===== src/brp_defines.vh =====
`ifndef BRP_DEFINES_VH
`define BRP_DEFINES_VH
// What this block does
// Every packet starts with header characters s, n, p in order.
// Header, type byte, address byte, data section, then two checksum bytes.
// Type byte: payload bit7, multi bit6, batch length 5:2, concealed bit1, failed bit0.
// No payload bit means no data bytes; checksum follows the address.
// Payload plus multi: data is four bytes times the batch length.
// Payload without multi: data is exactly four bytes.
// A batch packet always carries a nonzero batch length.
// Checksum is the 16-bit sum of all preceding bytes, header included.
// Checksum goes out high byte first, then low byte.
// Device uses the address as register, or batch start register.
// Host reads with payload bit clear, multi bit for consecutive registers.
// Read answer has payload set and copies multi and batch length.
// Device stores written data, then sends a done reply.
// Done reply has type byte zero and the written or start address.
// Host triggers a command with a zero type byte and command address.
// Command success gives done reply; failure sets the failed flag.
// Commands with their own result packet send no done reply.
// Concealed bit selects calibration space; host keeps it at zero. The host here sends req_conceal in that bit.
// Host always keeps the failed flag clear in sent packets.
// Device drops packets with bad checksum and sends no reply.

// ==========================================
// Header characters
`define BRP_HDR_S 8'h73
`define BRP_HDR_N 8'h6e
`define BRP_HDR_P 8'h70
// ==========================================
// Type byte fields
`define BRP_PT_PAYLOAD 7
`define BRP_PT_MULTI 6
`define BRP_PT_BLEN_HI 5
`define BRP_PT_BLEN_LO 2
`define BRP_PT_CONCEAL 1
`define BRP_PT_FAILED 0
`define BRP_REG_BYTES 3'h4
`define BRP_BYTE_W 8
`define BRP_SUM_W 16
`endif


===== src/brp_skid.v =====
`include "brp_defines.vh"
// Two-entry buffer: stalls on the drain side lose no word
module brp_skid #(
    parameter W = 8
) (
    input wire clk_sys,
    input wire rstn,
    input wire [W-1:0] in_data,
    input wire in_valid,
    output wire in_ready,
    output wire [W-1:0] out_data,
    output wire out_valid,
    input wire out_ready
);
    reg [W-1:0] mem [0:1];
    reg rd_ptr;
    reg wr_ptr;
    reg [1:0] count;
    wire push = in_valid && in_ready;
    wire pop = out_valid && out_ready;

    assign in_ready = (count != 2'h2);
    assign out_valid = (count != 2'h0);
    assign out_data = mem[rd_ptr];

    // ==========================================
    // Storage and pointers
    always @(posedge clk_sys or negedge rstn) begin
        if (!rstn) begin
            rd_ptr <= 1'b0;
            wr_ptr <= 1'b0;
            count <= 2'h0;
        end else begin
            if (push)
                wr_ptr <= ~wr_ptr;
            if (pop)
                rd_ptr <= ~rd_ptr;
            if (push && !pop)
                count <= count + 2'h1;
            else if (pop && !push)
                count <= count - 2'h1;
        end
    end

    // Data array needs no reset
    always @(posedge clk_sys) begin
        if (push)
            mem[wr_ptr] <= in_data;
    end
endmodule


===== src/brp_sum.v =====
`include "brp_defines.vh"
// Running 16-bit checksum over a byte stream
module brp_sum (
    input wire clk_sys,
    input wire rstn,
    input wire clear,
    input wire add,
    input wire [7:0] byte_in,
    output reg [15:0] sum
);
    // Clear with add restarts at this byte, so a header byte opens a fresh sum
    always @(posedge clk_sys or negedge rstn) begin
        if (!rstn)
            sum <= 16'h0000;
        else if (clear)
            sum <= add ? {8'h00, byte_in} : 16'h0000;
        else if (add)
            sum <= sum + {8'h00, byte_in};
    end
endmodule


===== src/brp_host.v =====
`include "brp_defines.vh"
// Host end of the binary packet link: builds requests, parses replies
module brp_host #(
    parameter MAX_REGS = 16
) (
    input wire clk_sys,
    input wire rstn,
    // User request side
    input wire req_valid,
    output reg req_ready,
    input wire req_write,
    input wire req_multi,
    input wire [3:0] req_len,
    input wire [7:0] req_addr,
    input wire req_conceal,
    input wire [31:0] wr_word,
    output reg wr_word_take,
    // Serial byte link out
    output reg tx_data,
    output reg [7:0] tx_byte,
    input wire tx_ready,
    // Serial byte link in
    input wire [7:0] rx_byte,
    input wire rx_valid,
    // Reply side
    output reg rep_valid,
    output reg [7:0] rep_type,
    output reg [7:0] rep_addr,
    output reg [31:0] rep_word,
    output reg rep_word_valid,
    input wire rep_ready,
    output reg rep_done,
    output reg rep_failed,
    output reg bad_sum
);
    // ==========================================
    // Transmit sequencer
    localparam [2:0] T_IDLE = 3'h0;
    localparam [2:0] T_HDR = 3'h1;
    localparam [2:0] T_TYPE = 3'h2;
    localparam [2:0] T_ADDR = 3'h3;
    localparam [2:0] T_DATA = 3'h4;
    localparam [2:0] T_SUMH = 3'h5;
    localparam [2:0] T_SUML = 3'h6;

    // Data bytes implied by a type byte
    function [6:0] data_len;
        input [7:0] pt;
        begin
            if (!pt[`BRP_PT_PAYLOAD])
                data_len = 7'h00;
            else if (pt[`BRP_PT_MULTI])
                data_len = {1'b0, pt[`BRP_PT_BLEN_HI:`BRP_PT_BLEN_LO], 2'b00};
            else
                data_len = {4'h0, `BRP_REG_BYTES};
        end
    endfunction

    reg [2:0] t_state;
    reg [1:0] hdr_idx;
    reg [7:0] t_pt;
    reg [7:0] t_addr;
    reg [6:0] t_cnt;
    reg [31:0] t_word;
    reg [7:0] t_cur;
    reg t_go;
    wire [15:0] t_sum;
    wire [3:0] eff_len = (req_multi && req_len == 4'h0) ? 4'h1 : req_len;
    wire [3:0] t_blen = req_multi ? eff_len : 4'h0;

    // Current transmit byte
    always @* begin
        case (t_state)
            T_HDR: t_cur = (hdr_idx == 2'h0) ? `BRP_HDR_S : (hdr_idx == 2'h1) ? `BRP_HDR_N : `BRP_HDR_P;
            T_TYPE: t_cur = t_pt;
            T_ADDR: t_cur = t_addr;
            T_DATA: t_cur = t_word[31:24];
            T_SUMH: t_cur = t_sum[15:8];
            T_SUML: t_cur = t_sum[7:0];
            default: t_cur = 8'h00;
        endcase
    end

    // Load the output byte only when it is empty or being taken, so a stall drops nothing
    wire t_fire = t_go && (!tx_data || tx_ready);
    wire t_add = t_fire && (t_state == T_HDR || t_state == T_TYPE || t_state == T_ADDR || t_state == T_DATA);

    brp_sum u_tsum (
        .clk_sys(clk_sys),
        .rstn(rstn),
        .clear(t_state == T_IDLE),
        .add(t_add),
        .byte_in(t_cur),
        .sum(t_sum)
    );

    // Transmit state machine; outputs held in flops
    always @(posedge clk_sys or negedge rstn) begin
        if (!rstn) begin
            t_state <= T_IDLE;
            hdr_idx <= 2'h0;
            t_pt <= 8'h00;
            t_addr <= 8'h00;
            t_cnt <= 7'h00;
            t_word <= 32'h0000_0000;
            t_go <= 1'b0;
            req_ready <= 1'b0;
            wr_word_take <= 1'b0;
            tx_data <= 1'b0;
            tx_byte <= 8'h00;
        end else begin
            wr_word_take <= 1'b0;
            req_ready <= (t_state == T_IDLE) && !req_ready;
            case (t_state)
                T_IDLE: begin
                    t_go <= 1'b0;
                    if (req_valid && req_ready) begin
                        // Failed flag kept clear; concealed only on explicit request
                        t_pt <= {req_write, req_multi, t_blen, req_conceal, 1'b0};
                        t_addr <= req_addr;
                        t_cnt <= data_len({req_write, req_multi, eff_len, 2'b00});
                        t_word <= wr_word;
                        wr_word_take <= req_write;
                        hdr_idx <= 2'h0;
                        t_state <= T_HDR;
                        t_go <= 1'b1;
                        req_ready <= 1'b0;
                    end
                end
                default: begin
                    if (t_fire) begin
                        case (t_state)
                            T_HDR: begin
                                hdr_idx <= hdr_idx + 2'h1;
                                if (hdr_idx == 2'h2)
                                    t_state <= T_TYPE;
                            end
                            T_TYPE: t_state <= T_ADDR;
                            T_ADDR: t_state <= (t_cnt == 7'h00) ? T_SUMH : T_DATA;
                            T_DATA: begin
                                t_cnt <= t_cnt - 7'h01;
                                if (t_cnt[1:0] == 2'b01 && t_cnt != 7'h01) begin
                                    t_word <= wr_word; // Next register, MSB first
                                    wr_word_take <= 1'b1;
                                end else begin
                                    t_word <= {t_word[23:0], 8'h00};
                                end
                                if (t_cnt == 7'h01)
                                    t_state <= T_SUMH;
                            end
                            T_SUMH: t_state <= T_SUML;
                            default: begin
                                t_state <= T_IDLE;
                                t_go <= 1'b0;
                            end
                        endcase
                    end
                end
            endcase
            // Output byte stands until the link takes it
            if (t_fire) begin
                tx_data <= 1'b1;
                tx_byte <= t_cur;
            end else if (tx_ready) begin
                tx_data <= 1'b0;
            end
        end
    end

    // ==========================================
    // Receive parser
    localparam [2:0] R_S = 3'h0;
    localparam [2:0] R_N = 3'h1;
    localparam [2:0] R_P = 3'h2;
    localparam [2:0] R_TYPE = 3'h3;
    localparam [2:0] R_ADDR = 3'h4;
    localparam [2:0] R_DATA = 3'h5;
    localparam [2:0] R_SUMH = 3'h6;
    localparam [2:0] R_SUML = 3'h7;

    reg [2:0] r_state;
    reg [7:0] r_pt;
    reg [7:0] r_addr;
    reg [6:0] r_cnt;
    reg [31:0] r_shift;
    reg [7:0] r_sumh;
    reg [31:0] words [0:MAX_REGS-1];
    reg [4:0] w_cnt;
    reg [4:0] w_out;
    reg emit;
    wire [15:0] r_sum;
    wire r_clear = rx_valid && r_state == R_S;
    wire r_add = rx_valid && r_state <= R_DATA;

    brp_sum u_rsum (
        .clk_sys(clk_sys),
        .rstn(rstn),
        .clear(r_clear), // Any byte while hunting restarts the sum
        .add(r_add),
        .byte_in(rx_byte),
        .sum(r_sum)
    );

    // Reply words leave through the two-entry buffer
    wire b_in_ready;
    wire b_out_valid;
    wire [31:0] b_out_data;
    wire b_pop = b_out_valid && (!rep_word_valid || rep_ready);

    brp_skid #(.W(32)) u_buf (
        .clk_sys(clk_sys),
        .rstn(rstn),
        .in_data(words[w_out[3:0]]),
        .in_valid(emit),
        .in_ready(b_in_ready),
        .out_data(b_out_data),
        .out_valid(b_out_valid),
        .out_ready(!rep_word_valid || rep_ready)
    );

    // Word output stage
    always @(posedge clk_sys or negedge rstn) begin
        if (!rstn) begin
            rep_word_valid <= 1'b0;
            rep_word <= 32'h0000_0000;
        end else if (b_pop) begin
            rep_word_valid <= 1'b1;
            rep_word <= b_out_data;
        end else if (rep_ready) begin
            rep_word_valid <= 1'b0;
        end
    end

    // Parser; bytes are parsed as they arrive, even while earlier words still drain
    always @(posedge clk_sys or negedge rstn) begin
        if (!rstn) begin
            r_state <= R_S;
            r_pt <= 8'h00;
            r_addr <= 8'h00;
            r_cnt <= 7'h00;
            r_shift <= 32'h0000_0000;
            r_sumh <= 8'h00;
            w_cnt <= 5'h00;
            w_out <= 5'h00;
            emit <= 1'b0;
            rep_valid <= 1'b0;
            rep_type <= 8'h00;
            rep_addr <= 8'h00;
            rep_done <= 1'b0;
            rep_failed <= 1'b0;
            bad_sum <= 1'b0;
        end else begin
            rep_valid <= 1'b0;
            rep_done <= 1'b0;
            rep_failed <= 1'b0;
            bad_sum <= 1'b0;
            if (emit && b_in_ready) begin
                w_out <= w_out + 5'h01;
                if (w_out + 5'h01 == w_cnt)
                    emit <= 1'b0;
            end
            if (rx_valid) begin
                case (r_state)
                    R_S: r_state <= (rx_byte == `BRP_HDR_S) ? R_N : R_S;
                    R_N: r_state <= (rx_byte == `BRP_HDR_N) ? R_P : R_S;
                    R_P: r_state <= (rx_byte == `BRP_HDR_P) ? R_TYPE : R_S;
                    R_TYPE: begin
                        r_pt <= rx_byte;
                        r_cnt <= data_len(rx_byte);
                        r_state <= R_ADDR;
                    end
                    R_ADDR: begin
                        r_addr <= rx_byte;
                        w_cnt <= 5'h00;
                        r_state <= (r_cnt == 7'h00) ? R_SUMH : R_DATA;
                    end
                    R_DATA: begin
                        r_shift <= {r_shift[23:0], rx_byte};
                        r_cnt <= r_cnt - 7'h01;
                        if (r_cnt[1:0] == 2'b01) begin
                            words[w_cnt[3:0]] <= {r_shift[23:0], rx_byte};
                            w_cnt <= w_cnt + 5'h01;
                        end
                        if (r_cnt == 7'h01)
                            r_state <= R_SUMH;
                    end
                    R_SUMH: begin
                        r_sumh <= rx_byte;
                        r_state <= R_SUML;
                    end
                    default: begin
                        r_state <= R_S;
                        if ({r_sumh, rx_byte} == r_sum) begin
                            rep_valid <= 1'b1;
                            rep_type <= r_pt;
                            rep_addr <= r_addr;
                            // Zero type is done; failed flag alone is failure
                            rep_done <= (r_pt == 8'h00);
                            rep_failed <= r_pt[`BRP_PT_FAILED];
                            w_out <= 5'h00;
                            emit <= (w_cnt != 5'h00);
                        end else begin
                            bad_sum <= 1'b1;
                        end
                    end
                endcase
            end
        end
    end
endmodule


===== config.mk =====
export PLATFORM = sky130hd
export DESIGN_NAME = brp_host
export DESIGN_NICKNAME = d
export VERILOG_FILES = /design/src/brp_skid.v /design/src/brp_sum.v /design/src/brp_host.v
export VERILOG_INCLUDE_DIRS = /design/src
export SDC_FILE = /design/constraint.sdc
export NUM_CORES = 1
export LEC_CHECK = 0
export BUFFER_PORTS_ARGS = -buffer_cell sky130_fd_sc_hd__buf_2
export CAP_MARGIN = 20
export CORE_ASPECT_RATIO = 1.5
export CORE_MARGIN = 2
export CORE_UTILIZATION = 53
export DETAILED_ROUTE_END_ITERATION = 6
export GPL_TIMING_DRIVEN = 0
export MAX_ROUTING_LAYER = met4
export PLACE_DENSITY_LB_ADDON = 0.1
export SKIP_LAST_GASP = 1
export SYNTH_ARGS = -nofsm -noshare
export SYNTH_HDL_FRONTEND = slang
export SYNTH_HIERARCHICAL = 1
export SYNTH_SLANG_ARGS = --single-unit

===== constraint.sdc =====
create_clock -name clk_sys -period 5.7 [get_ports clk_sys]
set_input_delay 0.285 -clock clk_sys [delete_from_list [all_inputs] [get_ports clk_sys]]
set_output_delay 0.285 -clock clk_sys [all_outputs]
set_load 0.1 [all_outputs]

* After elaboration in Yosys (flattened, before gate mapping)
Memory sizes are Yosys's and may differ from the RTL's. A register that Yosys moved wholly into a read port is not among the register bits.
Cells that the tools add are included.
** Cells by class
- Equal/unequal tests :: 31
- Reductions and logical operators :: 58
- Bitwise logic cells :: 3
- Order comparisons :: 1
- $add $sub $neg :: 9
- Mux-type cells :: 88
** Operators with widths (count)
- 32-bit two-way mux :: 5
- 16-bit two-way mux :: 4
- 8-bit case mux with 6 select lines :: 1
- 1-bit two-way mux :: 40
- 5-bit two-way mux :: 7
- 16-bit by 8-bit adder with 16-bit output :: 2
- 7-bit two-way mux :: 4
- 8-bit by 7-bit == test with 1-bit output (second input constant) :: 3
- 6-bit two-way mux :: 4
- 2-bit nonzero test :: 11
- 3-bit case mux with 7 select lines :: 1
- 3-bit == test (second input constant) :: 6
- 2-bit two-way mux :: 9
- 3-bit two-way mux :: 6
- 16-bit == test :: 1
- 8-bit two-way mux :: 2
- 2-bit AND reduction :: 8
- 3-bit case mux with 5 select lines :: 1
- 7-bit by 1-bit == test with 1-bit output (second input constant) :: 2
- 7-bit zero test :: 2
- 7-bit case mux with 2 select lines :: 1
- 7-bit by 1-bit subtractor with 7-bit output (second input constant) :: 2
- 1-bit logical AND :: 13
- 3-bit by 2-bit == test with 1-bit output (second input constant) :: 4
- other kinds (26) :: 51
** Storage, ports and cells
- Memories kept :: 2
- Logic and storage cells :: 224
- Output and inout bits :: 64
- Memory bits (writable) :: 576
- Register bits :: 197
- Input bits :: 61
** Memory list
- words :: depth 16, bits a word 32, rd ports 1, clocked after Yosys merged registers in 0, wr ports 1, line brp_host.v:187 : reg [31:0] words [0:MAX_REGS-1];
- u_buf.mem :: depth 2, bits a word 32, rd ports 1, clocked after Yosys merged registers in 1, wr ports 1, line brp_skid.v:15 : reg [W-1:0] mem [0:1];

* Longest topological paths before layout
- Depth in word-level cells :: 7
- Gate-level depth with buffers :: 13
- Depth with buffers taken out :: 13

* Cells and area by module
Netlist, hierarchy kept.
** Modules (own cells, without submodules)
- brp_host :: seq. area each 20204.4 sq um, area each 28558.6 sq um, times used 1, cells each 1652
- brp_skid :: seq. area each 2021.9 sq um, area each 2658.8 sq um, times used 1, cells each 118
- brp_sum :: seq. area each 400.4 sq um, area each 1152.4 sq um, times used 2, cells each 127

* Least setup slack after synthesis
No wires, ideal clock.
- Kind :: reg2reg
- From :: reg r_cnt[1]
- To :: mem words[0][0] (enable)
- Stages on the path, launching flop included :: 8
- Library setup time :: 461 ps
- Setup slack :: 1800 ps
- Arrival :: 3439 ps
- Required time :: 5239 ps
- Cells stage by stage :: dfrtp_1 > inv_1 > ha_1 > inv_1 > nor2_1 > and2_1 > nand2_1 > nor3_1
** Between the ends
- Longest elaborated chain between the ends :: 6
** RTL lines
- start: declaration :: line brp_host.v:184 : reg [6:0] r_cnt;
- start signal: assignment :: line brp_host.v:269 : r_cnt <= data_len(rx_byte);
- start signal: assignment :: line brp_host.v:279 : r_cnt <= r_cnt - 7'h01;
- 2-bit by 1-bit == test with 1-bit output :: line brp_host.v:280 : if (r_cnt[1:0] == 2'b01) begin
- 1-bit two-way mux :: line brp_host.v:280
- 1-bit two-way mux :: line brp_host.v:263 : case (r_state)
- 1-bit two-way mux :: line brp_host.v:262 : if (rx_valid) begin
- 1-bit logical AND (not written as such) :: line brp_host.v:281 : words[w_cnt[3:0]] <= {r_shift[23:0], rx_byte};
- 1-bit two-way mux (not written as such) :: line brp_host.v:281
- end: declaration :: line brp_host.v:187
Every way passes these cells.

* Final worst setup path
- From :: reg t_state[2]
- To :: reg u_tsum.sum[13]
** Between the ends
- Longest elaborated chain between the ends :: 6
- Elaborated cells between the ends (all ways) :: 16
- Classes of those cells :: add/sub: 1; eq/ne: 6; mux: 3; reduce/logical: 6
** RTL lines
- start: declaration :: line brp_host.v:59 : reg [2:0] t_state;
- start signal: assignment :: line brp_host.v:139 : T_ADDR: t_state <= (t_cnt == 7'h00) ? T_SUMH : T_DATA;
- 3-bit by 1-bit == test with 1-bit output / 3-bit by 2-bit == test with 1-bit output (equally long branches) :: line brp_host.v:86 : wire t_add = t_fire && (t_state == T_HDR || t_state == T_TYPE || t_state == T_ADDR || t_state == T_DATA);
- 1-bit logical OR (2 in a row) :: line brp_host.v:86
- 1-bit logical OR * :: line brp_host.v:86
- 1-bit logical AND * :: line brp_host.v:86
- net t_add :: line brp_host.v:86
- 2-bit nonzero test (no line) *
- end signal: assignment :: line brp_sum.v:16 : sum <= add ? {8'h00, byte_in} : 16'h0000;
- end signal: assignment :: line brp_sum.v:18 : sum <= sum + {8'h00, byte_in};
- end: declaration :: line brp_sum.v:9 : output reg [15:0] sum
The timed path passes the listed nets; every way through them passes the cells marked *. The select of a mux whose other input is x is not followed.
A chain may end at the register's enable or synchronous reset.

==> results.tsv <==
metric	value	unit
antenna_found_initial	0	
gp_congestion	0.9040	
wl_per_cell	25.17	um
syn_avg_cell_area	16.56	um2
drive_gt1_frac	0.2690	
cts_buffers	78	
cp.required	6.19	ns
maxSlewViolCount	0	
hold_viol_final	0	
finalClockSkew	0.02495	ns
yosysMostFrequentCell	edfxtp_1	
period_share	0.5986	
p_seq_frac	0.396	
peakVddDrop	0.0003339	V
p_comb_frac	0.328	
reg2reg_depth	10	
rsz0062_at_grt	false	
cts_setup_buffers	0	
hold_depth	3	
tritoncts	built	
p_leak	0.01419	uW
powerDensity	487.5	nW/um2
cp-end-kind	register	
r2r_slack	2.29	ns
async_reset_ff_frac	0.2845	
h-tree-depth	3	
pwr-share-clk	0.275	
synth_top_area_frac	0.5160	
clk_path_buf_depth	3	
die-height	312.0	um
final_cells	3162	
synth.area.top_cells	edfxtp_1 52%, dfrtp_1 17%, mux4_2 8.6%	
dp.cells	2970	
timing.rr.end	u_tsum/sum[13]$_DFFE_PN0P_	
critPathArrivalTime	3.90	ns
dpl_cell_area	35690	um2
clk_pin_slew	0.06	ns
cp_max_fo	10	
synth_cell_types	79	
place_hpwl	55520	um
pin_count	125	
tightest_slew	1.068	ns
netlist_top_cells_count	576 x edfxtp_1, 229 x dfrtp_1, 189 x nand2_1, 128 x mux4_2, 106 x mux2_2	
cp_num_buf_inv	3	
ys.flop_type	edfxtp_1	
synth-seq-cells	805	
drt-pass1-iter-count	5	
chipWidth	209.3	um
row_count	112	
critPathKind	reg -> reg	
drtIter0Drc	1377	
max_slew_margin	0.2824	
synth_area	33520	um2
clock_latency	0.64	ns
viasPerCell	5.871	
min_to	tx_data$_DFFE_PN0P_	
worst_path_most_repeated_cell	buf_2	
grt_pass1_vias	19880	
worstPathCellList	buf_2 -> buf_2 -> buf_2 -> and2_1 -> nor3_1 -> nand4_1 -> or2_2 -> a21oi_1 -> xnor2_1 -> nor2_1	
areaGrowthSynthToFinish	15.46	%
root_buffer	clkbuf_16	
grt_pass1_wl	120600	um
core-area	62360	um2
die-area	65320	um2
vias	18560	
status	complete, no violations	
p_sw_frac	0.3535	
r2r_start	t_state[2]$_DFFE_PN0P_	
cp_slowest_stage_delay	0.83	ns
synth-edff-count	576	
drv_cap	0	
start_util	0.5376	
min-delay-path-class	in -> reg	
worst_setup_path_start_kind	register	
drcViolationCount	0	
syn_nets	2119	
yosysWarnings	6	
m1WireLength	28910	um
setup_viol	0	
ys_seq_area_frac	0.6869	
highest_layer	met4	
cp_slowest_cell	nor3_1	
wl_met3	3263	um
switchingPower	6669	uW
min_from	tx_ready	
overflow	0	
timing.fmax	0.2931	GHz
fin_area	38700	um2
crit_cells	10	
nNetsFinal	2393	
antenna_left	0	
synthCells	2024	
cp_top_family	simple AND/OR/NAND/NOR gates	
intPower	12200	uW
antennaDiodeCount	0	
yosysTopAreaCell	edfxtp_1	
tns	0	ns
routed_wl	79600	um
grt_usage	0.2571	
cts_sinks	805	
finalCriticalPeriod	3.412	ns
port_buffers	122	
grt_start_max_net_pins	111	
wl_met2	44020	um
whs	0.03671	ns
[state kept, by name, indices dropped and copies added, names as in the netlist, 16 cells and up]
register,flops
words,512
u_buf/mem,64
rep_word,32
t_word,32
r_shift,24
u_rsum/sum,16
u_tsum/sum,16
[power groups by stage]
stage | Sequential, uW | Combinational [uW] | Clock [uW]
after floorplan | 8540 | 3540 | 0
after detailed placement | 7600 | 6230 | 0
after CTS | 7480 | 6270 | 5290
after global placement | 7570 | 6130 | 0
final | 7480 | 6200 | 5190
after global routing | 7540 | 6640 | 5510
[metal layers]
metal	vias to the layer above	global-route usage
li1	8338	-
met1	9512	0.2771
met2	542	0.4720
met3	171	0.03135
met4	0	0.1159
met5	-	-
[cell usage in the layout (no fill, tap or decap), drive strengths merged, types with 18 or more instances in the layout]
cell type	n
a211oi	23
mux2i	52
xnor2	18
nand2	192
xor2	37
nor3	23
mux2	146
dfrtp	229
buf	209
clkinv	27
and3	19
clkbuf	150
nor2b	35
inv	27
a21oi	45
dlygate4sd3	46
o21ai	70
ha	32
mux4	128
a31oi	26
nand3	26
edfxtp	576
nor2	63
[timing repair]
item | 4_1_cts | 5_1_grt
endpoints found under the setup margin | 0 | 0
hold endpoints to repair | 276 | 0
hold buffers | 46 | 0
gates resized for setup | 0 | 0
[worst max-delay path by stage]
| stage | endpoint | from |
|---|---|---|
| finish | u_tsum/sum[13]$_DFFE_PN0P_ | t_state[2]$_DFFE_PN0P_ |
| global route | u_tsum/sum[10]$_DFFE_PN0P_ | t_state[1]$_DFFE_PN0P_ |
| CTS | u_tsum/sum[10]$_DFFE_PN0P_ | t_state[1]$_DFFE_PN0P_ |
| detailed placement | u_tsum/sum[15]$_DFFE_PN0P_ | tx_ready |
| global placement | words[0][20]$_DFFE_PP_ | rstn |
| floorplan | words[0][0]$_DFFE_PP_ | r_cnt[1]$_DFFE_PN0P_ |
[cells by family (layout without fill, tap and decap cells)]
logic type               Yosys count  count (layout)  synth area share
AND/OR/NAND/NOR                  426             426           0.06151
buffers and inverters            133             473           0.02071
adder cells (fa/ha/maj)           34              34           0.01314
flip-flops                       805             805            0.6869
multiplexers                     326             326            0.1550
XOR/XNOR                          55              55           0.01437
AO/OA/AOI/OAI                    245             245           0.04830
[final cells by class]
cell class	count	area, um2
Buffer	111	611.8
Clock buffer	100	2118
Clock inverter	46	435.4
Fill cell	4575	23660
Inverter	22	82.58
Multi-Input combinational cell	1086	9920
Sequential cell	805	23030
Tap cell	798	998.5
Timing Repair Buffer	194	1511
[worst min-delay path, stage by stage]
cell and delay, ns:
buf_2 0.07, nand2b_1 0.18, nand2b_1 0.07
[per-stage QoR]
| stage | worst slack [ns] | utilization | total power [uW] |
|---|---|---|---|
| 4_1_cts | 2.307 | 0.6207 | 19050 |
| 6_report | 2.288 | 0.6207 | 18870 |
| 5_1_grt | 2.037 | 0.6207 | 19700 |
| 3_3_place_gp | -4.557 | 0.5634 | 13700 |
| 3_5_place_dp | 2.338 | 0.5723 | 13820 |
| 2_1_floorplan | 1.800 | - | 12080 |
Power figures use the tool's default switching activity.
